`config.mk`:
```
export PLATFORM = sky130hd
export DESIGN_NAME = imsspi_core
export DESIGN_NICKNAME = d
export VERILOG_FILES = /design/src/verilog/imsspi_pkg.sv /design/src/verilog/imsspi_fifo.sv /design/src/verilog/imsspi_core.sv
export SDC_FILE = /design/constraint.sdc
export NUM_CORES = 1
export LEC_CHECK = 0
export ABC_AREA = 1
export BUFFER_PORTS_ARGS = -buffer_cell sky130_fd_sc_hd__buf_2
export CORE_UTILIZATION = 60
export CTS_BUF_LIST = sky130_fd_sc_hd__clkbuf_4 sky130_fd_sc_hd__clkbuf_8 sky130_fd_sc_hd__clkbuf_16
export DETAILED_ROUTE_END_ITERATION = 10
export PLACE_DENSITY_LB_ADDON = 0.05
export REMOVE_ABC_BUFFERS = 1
export SYNTH_ARGS = -nofsm -noshare
export SYNTH_HDL_FRONTEND = slang
export SYNTH_SLANG_ARGS = --single-unit
```
`constraint.sdc`:
```
create_clock -name core_clk_i -period 2.6 [get_ports core_clk_i]
set_clock_uncertainty 0.2 [all_clocks]
set_input_delay 0 -clock core_clk_i [delete_from_list [all_inputs] [get_ports core_clk_i]]
set_output_delay 0 -clock core_clk_i [all_outputs]
set_load 0.05 [all_outputs]
```
`src/verilog/imsspi_pkg.sv`:
```
// package of constants for the inertial sensor serial slave port
package imsspi_pkg;
   // frame layout
   localparam int FRAME_BITS = 16;
   localparam int ADDR_BITS = 7;
   localparam int FRAME_MSB = 15;
   localparam int RW_BIT = 15;
   localparam int ADDR_LSB = 8;
   // clock rate
   localparam int CLK_MHZ = 100;
   // mode threshold on the sample period setting
   localparam logic [7:0] NORMAL_MAX_PERIOD = 8'h09;
   localparam logic [7:0] LOWPWR_MIN_PERIOD = 8'h0A;
   // timing figures in microseconds and derived cycle counts
   localparam int STALL_NORMAL_US = 9;
   localparam int STALL_LOWPWR_US = 75;
   localparam int SYNC_HIGH_MIN_US = 5;
   localparam int SYNC_PERIOD_MIN_US = 833;
   localparam int SYNC_TO_READY_US = 600;
   localparam int STALL_NORMAL_CYC = STALL_NORMAL_US * CLK_MHZ;
   localparam int STALL_LOWPWR_CYC = STALL_LOWPWR_US * CLK_MHZ;
   localparam int SYNC_HIGH_MIN_CYC = SYNC_HIGH_MIN_US * CLK_MHZ;
   localparam int SYNC_PERIOD_MIN_CYC = SYNC_PERIOD_MIN_US * CLK_MHZ;
   localparam int SYNC_TO_READY_CYC = SYNC_TO_READY_US * CLK_MHZ;
   // width of the data ready pulse in cycles
   localparam int READY_PULSE_CYC = 4;
   // buffer shape
   localparam int FIFO_WIDTH = 16;
   localparam int FIFO_DEPTH = 16;
   // reset values
   localparam logic [15:0] SAMPLE_RESET = 16'h0000;
   typedef enum logic [1:0] {
      IMSSPI_IDLE = 2'b00,
      IMSSPI_SHIFT = 2'b01,
      IMSSPI_STALL = 2'b11
   } imsspi_state_e;
endpackage : imsspi_pkg

```
`src/verilog/imsspi_fifo.sv`:
```
// parameterised first-in first-out buffer with valid and ready on both sides
`timescale 1ns/1ps
module imsspi_fifo #(
   parameter int WIDTH = 16,
   parameter int DEPTH = 16
) (
   input wire logic core_clk_i,
   input wire logic srst_i,
   input wire logic [WIDTH-1:0] in_data_i,
   input wire logic in_valid_i,
   output logic in_ready_o,
   output logic [WIDTH-1:0] out_data_o,
   output logic out_valid_o,
   input wire logic out_ready_i
);
   localparam int AW = $clog2(DEPTH);
   logic [WIDTH-1:0] mem_q [DEPTH];
   logic [AW-1:0] wr_q;
   logic [AW-1:0] rd_q;
   logic [AW:0] cnt_q;
   logic push;
   logic pop;

   // --------------------------------------------------------------
   // handshakes
   // --------------------------------------------------------------
   assign in_ready_o = (cnt_q != (AW+1)'(DEPTH)); // full once the count reaches the depth
   assign out_valid_o = (cnt_q != '0);
   assign push = in_valid_i && in_ready_o;
   assign pop = out_valid_o && out_ready_i;
   assign out_data_o = mem_q[rd_q];

   // storage array, written only, no reset needed
   always_ff @(posedge core_clk_i) begin
      if (push) begin
         mem_q[wr_q] <= in_data_i;
      end
   end

   // pointers and fill count
   always_ff @(posedge core_clk_i) begin
      if (srst_i) begin
         wr_q <= '0;
         rd_q <= '0;
         cnt_q <= '0;
      end else begin
         if (push) begin
            wr_q <= (wr_q == AW'(DEPTH-1)) ? '0 : wr_q + AW'(1);
         end
         if (pop) begin
            rd_q <= (rd_q == AW'(DEPTH-1)) ? '0 : rd_q + AW'(1);
         end
         if (push && !pop) begin
            cnt_q <= cnt_q + (AW+1)'(1);
         end else if (pop && !push) begin
            cnt_q <= cnt_q - (AW+1)'(1);
         end
      end
   end
endmodule : imsspi_fifo

```
`src/verilog/imsspi_core.sv`:
```
// serial slave port, sync clock input and data ready of the inertial sensor
// Overview of operation
// - incoming bits are taken on rising serial clock edges while select is low.
// - the outgoing bit changes on falling serial clock edges.
// - data ready follows each sync pulse after 600 us.
// - the fourth digital pin is general input/output or sync clock input.
// - sample period up to 0x09 is normal mode, 0x0A and above is low power.
// - mode 3, clock idles high, 16-bit frames, most significant bit first.
// - a read frame holds flag zero and an address; data returns next frame.
// - each buffer pop loads the output word; with sync off, data ready pulses high on the same edge.
`timescale 1ns/1ps
module imsspi_core #(
   parameter int STALL_NORMAL = imsspi_pkg::STALL_NORMAL_CYC,
   parameter int STALL_LOWPWR = imsspi_pkg::STALL_LOWPWR_CYC,
   parameter int SYNC_TO_READY = imsspi_pkg::SYNC_TO_READY_CYC,
   parameter int SYNC_PERIOD_MIN = imsspi_pkg::SYNC_PERIOD_MIN_CYC
) (
   input wire logic core_clk_i,
   input wire logic srst_i,
   input wire logic sclk_i,
   input wire logic cs_n_i,
   input wire logic din_i,
   output logic dout_o,
   input wire logic [7:0] sample_period_setting_i,
   input wire logic sync_clock_enable_i,
   input wire logic gpio4_or_sync_clock_in_i,
   output logic gpio4_or_sync_clock_in_o,
   output logic gpio4_or_sync_clock_in_oe_o,
   input wire logic gpio4_out_i,
   input wire logic gpio4_dir_out_i,
   output logic gpio4_in_o,
   input wire logic [imsspi_pkg::FIFO_WIDTH-1:0] sample_data_i,
   input wire logic sample_valid_i,
   output logic sample_ready_o,
   output logic gpio1_data_ready_out_o,
   output logic low_power_mode_o,
   output logic sync_error_o,
   output logic [imsspi_pkg::ADDR_BITS-1:0] wr_addr_o,
   output logic [7:0] wr_data_o,
   output logic wr_strobe_o,
   output logic [imsspi_pkg::ADDR_BITS-1:0] rd_addr_o
);
   import imsspi_pkg::*;

   // --------------------------------------------------------------
   // input synchronisers
   // --------------------------------------------------------------
   logic [1:0] sclk_s_q;
   logic [1:0] cs_s_q;
   logic [1:0] din_s_q;
   logic [1:0] sync_s_q;
   logic sclk_prev_q;
   logic sync_prev_q;

   // two flops on every pin; edges are found from the second stage only
   always_ff @(posedge core_clk_i) begin
      if (srst_i) begin
         sclk_s_q <= 2'h3;
         cs_s_q <= 2'h3;
         din_s_q <= 2'h0;
         sync_s_q <= 2'h0;
         sclk_prev_q <= 1'b1;
         sync_prev_q <= 1'b0;
      end else begin
         sclk_s_q <= {sclk_s_q[0], sclk_i};
         cs_s_q <= {cs_s_q[0], cs_n_i};
         din_s_q <= {din_s_q[0], din_i};
         sync_s_q <= {sync_s_q[0], gpio4_or_sync_clock_in_i};
         sclk_prev_q <= sclk_s_q[1];
         sync_prev_q <= sync_s_q[1];
      end
   end

   logic sclk_rise;
   logic sclk_fall;
   logic cs_act;
   assign cs_act = ~cs_s_q[1];
   assign sclk_rise = sclk_s_q[1] & ~sclk_prev_q;
   assign sclk_fall = ~sclk_s_q[1] & sclk_prev_q;

   // --------------------------------------------------------------
   // mode select
   // --------------------------------------------------------------
   // low power once the sample period reaches its threshold
   assign low_power_mode_o = (sample_period_setting_i >= LOWPWR_MIN_PERIOD);

   // --------------------------------------------------------------
   // sample buffer and output word
   // --------------------------------------------------------------
   logic [FIFO_WIDTH-1:0] fifo_data;
   logic fifo_valid;
   logic fifo_pop;
   logic [FIFO_WIDTH-1:0] out_word_q;

   imsspi_fifo #(
      .WIDTH(FIFO_WIDTH),
      .DEPTH(FIFO_DEPTH)
   ) u_fifo (
      .core_clk_i(core_clk_i),
      .srst_i(srst_i),
      .in_data_i(sample_data_i),
      .in_valid_i(sample_valid_i),
      .in_ready_o(sample_ready_o),
      .out_data_o(fifo_data),
      .out_valid_o(fifo_valid),
      .out_ready_i(fifo_pop)
   );

   // --------------------------------------------------------------
   // frame engine
   // --------------------------------------------------------------
   imsspi_state_e state_q;
   logic [FRAME_BITS-1:0] rx_q;
   logic [FRAME_BITS-1:0] tx_q;
   logic [4:0] bit_cnt_q;
   logic read_pend_q;
   logic frame_done;
   logic [FRAME_BITS-1:0] rx_next;

   assign rx_next = {rx_q[FRAME_MSB-1:0], din_s_q[1]};
   assign frame_done = sclk_rise && cs_act && (bit_cnt_q == 5'(FRAME_BITS - 1));
   // the buffer drains only while select is released, so data loads between frames
   assign fifo_pop = fifo_valid && !cs_act;

   // receive shift and bit count; select released mid-frame drops the frame
   always_ff @(posedge core_clk_i) begin
      if (srst_i) begin
         state_q <= IMSSPI_IDLE;
         rx_q <= '0;
         bit_cnt_q <= '0;
      end else begin
         case (state_q)
            IMSSPI_IDLE: begin
               bit_cnt_q <= '0;
               if (cs_act) begin
                  state_q <= IMSSPI_SHIFT;
               end
            end
            IMSSPI_SHIFT: begin
               if (!cs_act) begin
                  state_q <= IMSSPI_IDLE;
               end else if (sclk_rise) begin
                  rx_q <= rx_next;
                  bit_cnt_q <= bit_cnt_q + 5'd1;
                  if (frame_done) begin
                     state_q <= IMSSPI_STALL;
                  end
               end
            end
            IMSSPI_STALL: begin
               if (!cs_act) begin
                  state_q <= IMSSPI_IDLE;
               end
            end
            default: begin
               state_q <= IMSSPI_IDLE;
            end
         endcase
      end
   end

   // decode a completed frame: read flag zero latches an address, one writes a byte
   always_ff @(posedge core_clk_i) begin
      if (srst_i) begin
         read_pend_q <= 1'b0;
         rd_addr_o <= '0;
         wr_addr_o <= '0;
         wr_data_o <= '0;
         wr_strobe_o <= 1'b0;
      end else begin
         wr_strobe_o <= 1'b0;
         if (frame_done) begin
            if (!rx_next[RW_BIT]) begin
               read_pend_q <= 1'b1;
               rd_addr_o <= rx_next[ADDR_LSB +: ADDR_BITS];
            end else begin
               read_pend_q <= 1'b0;
               wr_addr_o <= rx_next[ADDR_LSB +: ADDR_BITS];
               wr_data_o <= rx_next[7:0];
               wr_strobe_o <= 1'b1;
            end
         end
      end
   end

   // newest sample word, loaded on each buffer pop
   always_ff @(posedge core_clk_i) begin
      if (srst_i) begin
         out_word_q <= SAMPLE_RESET;
      end else if (fifo_pop) begin
         out_word_q <= fifo_data;
      end
   end

   // transmit: load at frame start, shift on falling edges, msb first
   always_ff @(posedge core_clk_i) begin
      if (srst_i) begin
         tx_q <= '0;
      end else if (state_q == IMSSPI_IDLE && cs_act) begin
         tx_q <= read_pend_q ? out_word_q : '0;
      end else if (state_q == IMSSPI_SHIFT && sclk_fall && bit_cnt_q != 5'd0) begin
         tx_q <= {tx_q[FRAME_MSB-1:0], 1'b0};
      end
   end
   assign dout_o = tx_q[FRAME_MSB];

   // --------------------------------------------------------------
   // sync input and data ready
   // --------------------------------------------------------------
   logic [23:0] sync_cnt_q;
   logic sync_busy_q;
   logic [23:0] sync_gap_q;
   logic [2:0] rdy_cnt_q;
   logic sync_rise;
   logic new_sample;

   assign sync_rise = sync_clock_enable_i && sync_s_q[1] && !sync_prev_q;
   // internal sampling loads on each buffer pop when the sync clock is off
   assign new_sample = sync_clock_enable_i ? (sync_busy_q && sync_cnt_q == 24'd1)
                                           : fifo_pop;

   // delay from a sync edge to data ready; short periods flag an error
   always_ff @(posedge core_clk_i) begin
      if (srst_i) begin
         sync_cnt_q <= '0;
         sync_busy_q <= 1'b0;
         sync_gap_q <= '0;
         sync_error_o <= 1'b0;
      end else begin
         if (sync_gap_q != '0) begin
            sync_gap_q <= sync_gap_q - 24'd1;
         end
         if (sync_rise) begin
            sync_cnt_q <= 24'(SYNC_TO_READY);
            sync_busy_q <= 1'b1;
            sync_gap_q <= 24'(SYNC_PERIOD_MIN);
            sync_error_o <= (sync_gap_q != '0);
         end else if (sync_busy_q) begin
            sync_cnt_q <= sync_cnt_q - 24'd1;
            if (sync_cnt_q == 24'd1) begin
               sync_busy_q <= 1'b0;
            end
         end
      end
   end

   // stretched data ready pulse on the first digital pin
   always_ff @(posedge core_clk_i) begin
      if (srst_i) begin
         rdy_cnt_q <= '0;
      end else if (new_sample) begin
         rdy_cnt_q <= 3'(READY_PULSE_CYC);
      end else if (rdy_cnt_q != '0) begin
         rdy_cnt_q <= rdy_cnt_q - 3'd1;
      end
   end
   assign gpio1_data_ready_out_o = (rdy_cnt_q != '0);

   // --------------------------------------------------------------
   // fourth pin: general input/output or sync clock input
   // --------------------------------------------------------------
   // never drive the pin while it serves as the sync clock input
   assign gpio4_or_sync_clock_in_oe_o = gpio4_dir_out_i && !sync_clock_enable_i;
   assign gpio4_or_sync_clock_in_o = gpio4_out_i;
   assign gpio4_in_o = sync_s_q[1];
endmodule : imsspi_core

```
# Word-level counts from Yosys, hierarchy flattened
# Memories as Yosys holds them, arrays and structs flattened. A register that Yosys moved wholly into a read port is not among the register bits.
# Cells that the tools add are included.
# classes
addsub	8
n_lt_le_gt_ge	1
eq_ne	13
muxes	30
bitwise_logic	7
n_reduce_logical	37
# op_table
cell	n
$mux W16	5
$sub A24 B1 Y24 const B	2
$mux W17	2
$eq A24 B1 Y1 const B	1
$reduce_bool A24 Y1	1
$mux W5	4
$logic_and A1 B1 Y1	14
$reduce_bool A2 Y1	6
$add A5 B1 Y5 const B	2
$mux W2	5
$pmux W5 S2	1
$reduce_bool A5 Y1	2
$add A4 B1 Y4 const B	2
$eq A4 B4 Y1 const B	2
$ge A8 B4 Y1 const B	1
$mux W1	8
$mux W4	2
$ne A2 B2 Y1 const B	4
$mux W3	2
$ne A3 B3 Y1 const B	2
$pmux W2 S3	1
$reduce_and A3 Y1	2
$reduce_or A2 Y1	3
$eq A5 B4 Y1 const B	1
other kinds (12)	21
# word_totals
reg_bits	138
ramBits	256
inputBits	34
output_inout_bits	31
memories	1
# memory_table
name	depth	width	rd	rd_clocked_by_memory_dff	wr	line	text
u_fifo.mem_q	16	16	1	1	1	imsspi_fifo.sv:17	logic [WIDTH-1:0] mem_q [DEPTH];

# Longest topological paths before layout
# depth
word_depth	8
ltp_mapped	14
mapped_depth_nobuf	14

# Modules after synthesis
# From an unflattened synthesis, not the netlist that was laid out.
# hier_totals
hier_cells	2007
hier_area_um2	17883.4
# modules_own_cells
module	n_inst	cells_each	area_each_um2	seq_area_each_um2
imsspi_fifo	1	1097	11609.9	8027.7
imsspi_core	1	910	6273.5	2822.7

# Least setup slack after synthesis
# No wires, ideal clock.
# synth_timing
kind	register to register
start	register u_fifo.cnt_q[0]
end	register u_fifo.cnt_q[3]
setup_time_ns	0.115
arrival_ns	2.489
required_ns	2.285
path_slack_ns	-0.204
path_stages_with_launch	13
n_path_buf	0
synth_period_minus_slack_ns	2.804
cell_sequence	dfxtp_1 > nor2_1 > nand4_1 > nand2_1 > inv_2 > ha_1 > inv_1 > ha_1 > a21oi_1 > nand2_1 > xor2_1 > o21ai_0 > inv_1
# synth_rtl
item	line	text
from (decl)	imsspi_fifo.sv:20	logic [AW:0] cnt_q;
from (signal assigned)	imsspi_fifo.sv:54	cnt_q <= cnt_q + (AW+1)'(1);
from (signal assigned)	imsspi_fifo.sv:56	cnt_q <= cnt_q - (AW+1)'(1);
$ne A5 B5 Y1 *	imsspi_fifo.sv:27	assign in_ready_o = (cnt_q != (AW+1)'(DEPTH));
named net sample_ready_o	imsspi_core.sv:34	output logic sample_ready_o,
$logic_and A1 B1 Y1 *	imsspi_fifo.sv:29	assign push = in_valid_i && in_ready_o;
named net u_fifo.push	imsspi_fifo.sv:21	logic push;
$logic_not A1 Y1	imsspi_fifo.sv:55	end else if (pop && !push) begin
$logic_and A1 B1 Y1	imsspi_fifo.sv:55	
$reduce_bool A2 Y1 (no line)	--	
# Mark *: on every way through the listed nets, which the timed path passes. The rest lies on a longest branch. The select of a mux whose other input is x is not followed.
# A chain may end at the register's enable or synchronous reset.

# Final worst setup path
# layout_timing
start	register u_fifo.cnt_q[3]
end	register u_fifo.cnt_q[4]
# layout_rtl
item	line
$ne A5 B5 Y1 *	imsspi_fifo.sv:27
$logic_and A1 B1 Y1 *	imsspi_fifo.sv:29
named net u_fifo.push	imsspi_fifo.sv:21
$logic_not A1 Y1	imsspi_fifo.sv:55
$logic_and A1 B1 Y1	imsspi_fifo.sv:55
$reduce_bool A2 Y1 (no line)	--
# Marks and branches as above.

==> flow_metrics.py <==
metrics = {
    "run_status": {
        "outcome": "completed",
    },
    "layout": {
        "nNetsFinal": 2158,
        "syn2layout_area_growth_pct": 14.1,
        "fillers": 2239,
        "drive_above_1_share_pct": 11.7,
        "final_area_sq_um": 20400,
        "layout_common_cells": "nand2_1, inv_1, edfxtp_1",
        "final_common_cell": "nand2_1",
        "antenna_cells": 0,
        "finalNonFillerCells": 2519,
    },
    "timing": {
        "slew_violations": 0,
        "max_slew.worst_pin.slew_ns": 0.720,
        "max_freq_mhz": 432,
        "finalCritPeriodShare_pct": 89.0,
        "max_slew_margin_pct": 51.7,
        "period_needed_ns": 2.31,
        "fin_tns_setup_ns": 0,
        "holdWs_ns": 0.136,
        "final_hold_viol_count": 0,
        "setup_viol": 0,
    },
    "clock_network": {
        "tritoncts": "done",
        "cts_buffers": 42,
        "cts_buffer_depth": 3,
        "clock_latency_ns": 0.55,
        "h-tree-depth": 2,
        "clkTransAtPathRegs_ns": 0.06,
        "cts_sinks": 410,
        "cts-root-buf": "clkbuf_16",
    },
    "pwr": {
        "pwr-share-seq_pct": 39.4,
        "peakVddDrop_mv": 0.646,
        "p_sw_uw": 6700,
        "power.density_nw_per_um2": 961,
        "cellLeakagePower_uw": 0.00885,
        "fin_total_pwr_uw": 19600,
        "power_frac_comb_pct": 29.4,
        "switching_share_pct": 34.1,
        "p_int_uw": 12900,
        "p_clk_share_pct": 31.2,
    },
    "global_route": {
        "use_met2_pct": 45.9,
        "antenna_found_initial": 0,
        "use_met1_pct": 35.2,
        "use_met3_pct": 3.61,
        "grt_pass1_wl_microns": 65300,
        "grt.overflow.total": 0,
        "track_usage_pct": 27.0,
        "grt_max_degree": 67,
        "grt_pass1_vias": 12900,
        "grt-busiest-layer": "met2",
    },
    "drt": {
        "wl_per_cell_microns": 16.1,
        "wl_microns": 40500,
        "vias": 13500,
        "ant_nets": 0,
        "drc": 0,
        "drt_first_pass_iters": 5,
        "vias_per_cell": 5.37,
        "drt_iter0_markers": 976,
    },
    "place": {
        "port_buffers": 61,
        "gp_congestion": 0.863,
        "placed_area_sq_um": 18700,
        "dp.cells": 2414,
        "dp_hpwl_microns": 24100,
    },
    "hold_path": {
        "whs_path_depth": 4,
        "hold_path.class": "in2reg",
    },
    "logic_synthesis": {
        "synth_area_sq_um": 17900,
        "synth_area_leaders": "edfxtp_1, dfxtp_1, nand2_1, nand3_1, inv_1",
        "yosysWarningCount": 0,
        "postSynthAreaPerCell_sq_um": 8.91,
        "ys_types": 40,
        "synth_top_cell_by_area": "edfxtp_1",
        "syn_inst": 2012,
        "synth_top_area_share_pct": 42.9,
        "ys_ff_latch": 410,
        "yosysSeqAreaShare_pct": 60.1,
    },
    "die": {
        "die_area_sq_um": 30600,
        "die_w_microns": 175,
        "rows": 62,
        "initial_core_util_pct": 61.8,
        "core_area_sq_um": 29000,
        "die_h_microns": 175,
        "io_pins": 65,
    },
    "setup_path": {
        "crit_fanout": 4,
        "end_kind": "flip-flop",
        "reg2reg_depth": 13,
        "worstPathRequired_ns": 2.79,
        "crit_type": "reg2reg",
        "cp.arrival_ns": 2.50,
        "cp-start-kind": "flip-flop",
    },
    "job": {
        "maxCapViolations": 0,
    },
}
## path summary, 6_finish.rpt
path                                 startpoint              end  slack (ns)
worst max-delay path            u_fifo.cnt_q[3]  u_fifo.cnt_q[4]        0.29
worst min-delay path             sample_valid_i   u_fifo.wr_q[1]        0.14
worst max register to register  u_fifo.cnt_q[3]  u_fifo.cnt_q[4]        0.29
worst min register to register      sync_s_q[0]      sync_s_q[1]        0.21
## layer usage
metal | vias up | routed length, microns
met5 | - | 0
met4 | 0 | 1200
met3 | 86 | 2240
met2 | 400 | 19500
met1 | 6345 | 17600
li1 | 6686 | -
## flip-flops by register name (all words and copies together) (netlist names), 7 cells and up
register and cells:
out_word_q 16, rd_addr_o 7, rx_q 15, sync_cnt_q 24, sync_gap_q 24, tx_q 16
u_fifo.mem_q 256, wr_addr_o 7, wr_data_o 8
## layout make-up
| type | count | area (sq um) | share of cell area [%] |
|---|---|---|---|
| timing repair buffer | 134 | 1000 | 4.91 |
| multi-input combinational | 1238 | 5730 | 28.0 |
| tap | 384 | 480 | 2.35 |
| clock buffer | 58 | 1190 | 5.82 |
| sequential | 410 | 10800 | 52.7 |
| clock inverter | 17 | 225 | 1.10 |
| inverter | 278 | 1040 | 5.11 |
## per-stage QoR
step / setup WS [ns] / utilization [%]
detailed placement: 0.254 / 64.5
finish: 0.285 / 70.5
global route: -0.00566 / 70.5
CTS: 0.245 / 70.5
global placement: 0.247 / 64.5
floorplan: -2.27 / -
## Yosys cell counts, drive strengths merged
master,count
a211oi,1
fa,1
o31ai,1
clkbuf,24
nor3b,1
edfxtp,256
nand4,17
nand3,248
buf,62
or2,8
nand2,568
xor2,7
inv,275
ha,19
dfxtp,154
nor4,1
a31oi,3
nor3,12
xnor2,7
o22ai,1
o21a,2
a21oi,79
o21bai,1
clkinv,3
nor2,177
o21ai,84
## critical path, stage by stage (launching register included)
cell      delay, ns
dfxtp_1        0.32
nor2_1         0.17
nand4_1        0.15
nand2_2        0.13
inv_2          0.05
ha_1           0.20
inv_1          0.14
ha_1           0.30
a21oi_1        0.17
nor2_1         0.07
o21bai_1       0.12
nand2_1        0.06
nand2_1        0.05
a21oi_1        0.05
## kinds of logic (layout without fill, tap and decap cells)
logic type	Yosys count	count (layout)	synth area share (%)
xor+xnor	14	14	0.684
fa+ha+maj	20	20	1.44
simple gates	1032	1032	24.7
compound gates	172	172	4.92
buf+inv	364	487	8.20
flops	410	410	60.1
## what timing repair did
item / CTS / global route
hold buffers: 30 / 0
gates resized for setup: 0 / 2
endpoints found under the setup margin: 0 / 1
endpoints found under the hold margin: 307 / 0
setup buffers: 0 / 0
## power by group through the flow
stage                     registers, uW  logic (uW)  clock network [uW]
after floorplan                    7980        3900                   0
after global placement             7850        5570                   0
after detailed placement           7860        5670                   0
after CTS                          7730        5770                6200
after global routing               7790        6550                6470
final                              7740        5780                6130
Power figures use the tool's default switching activity.
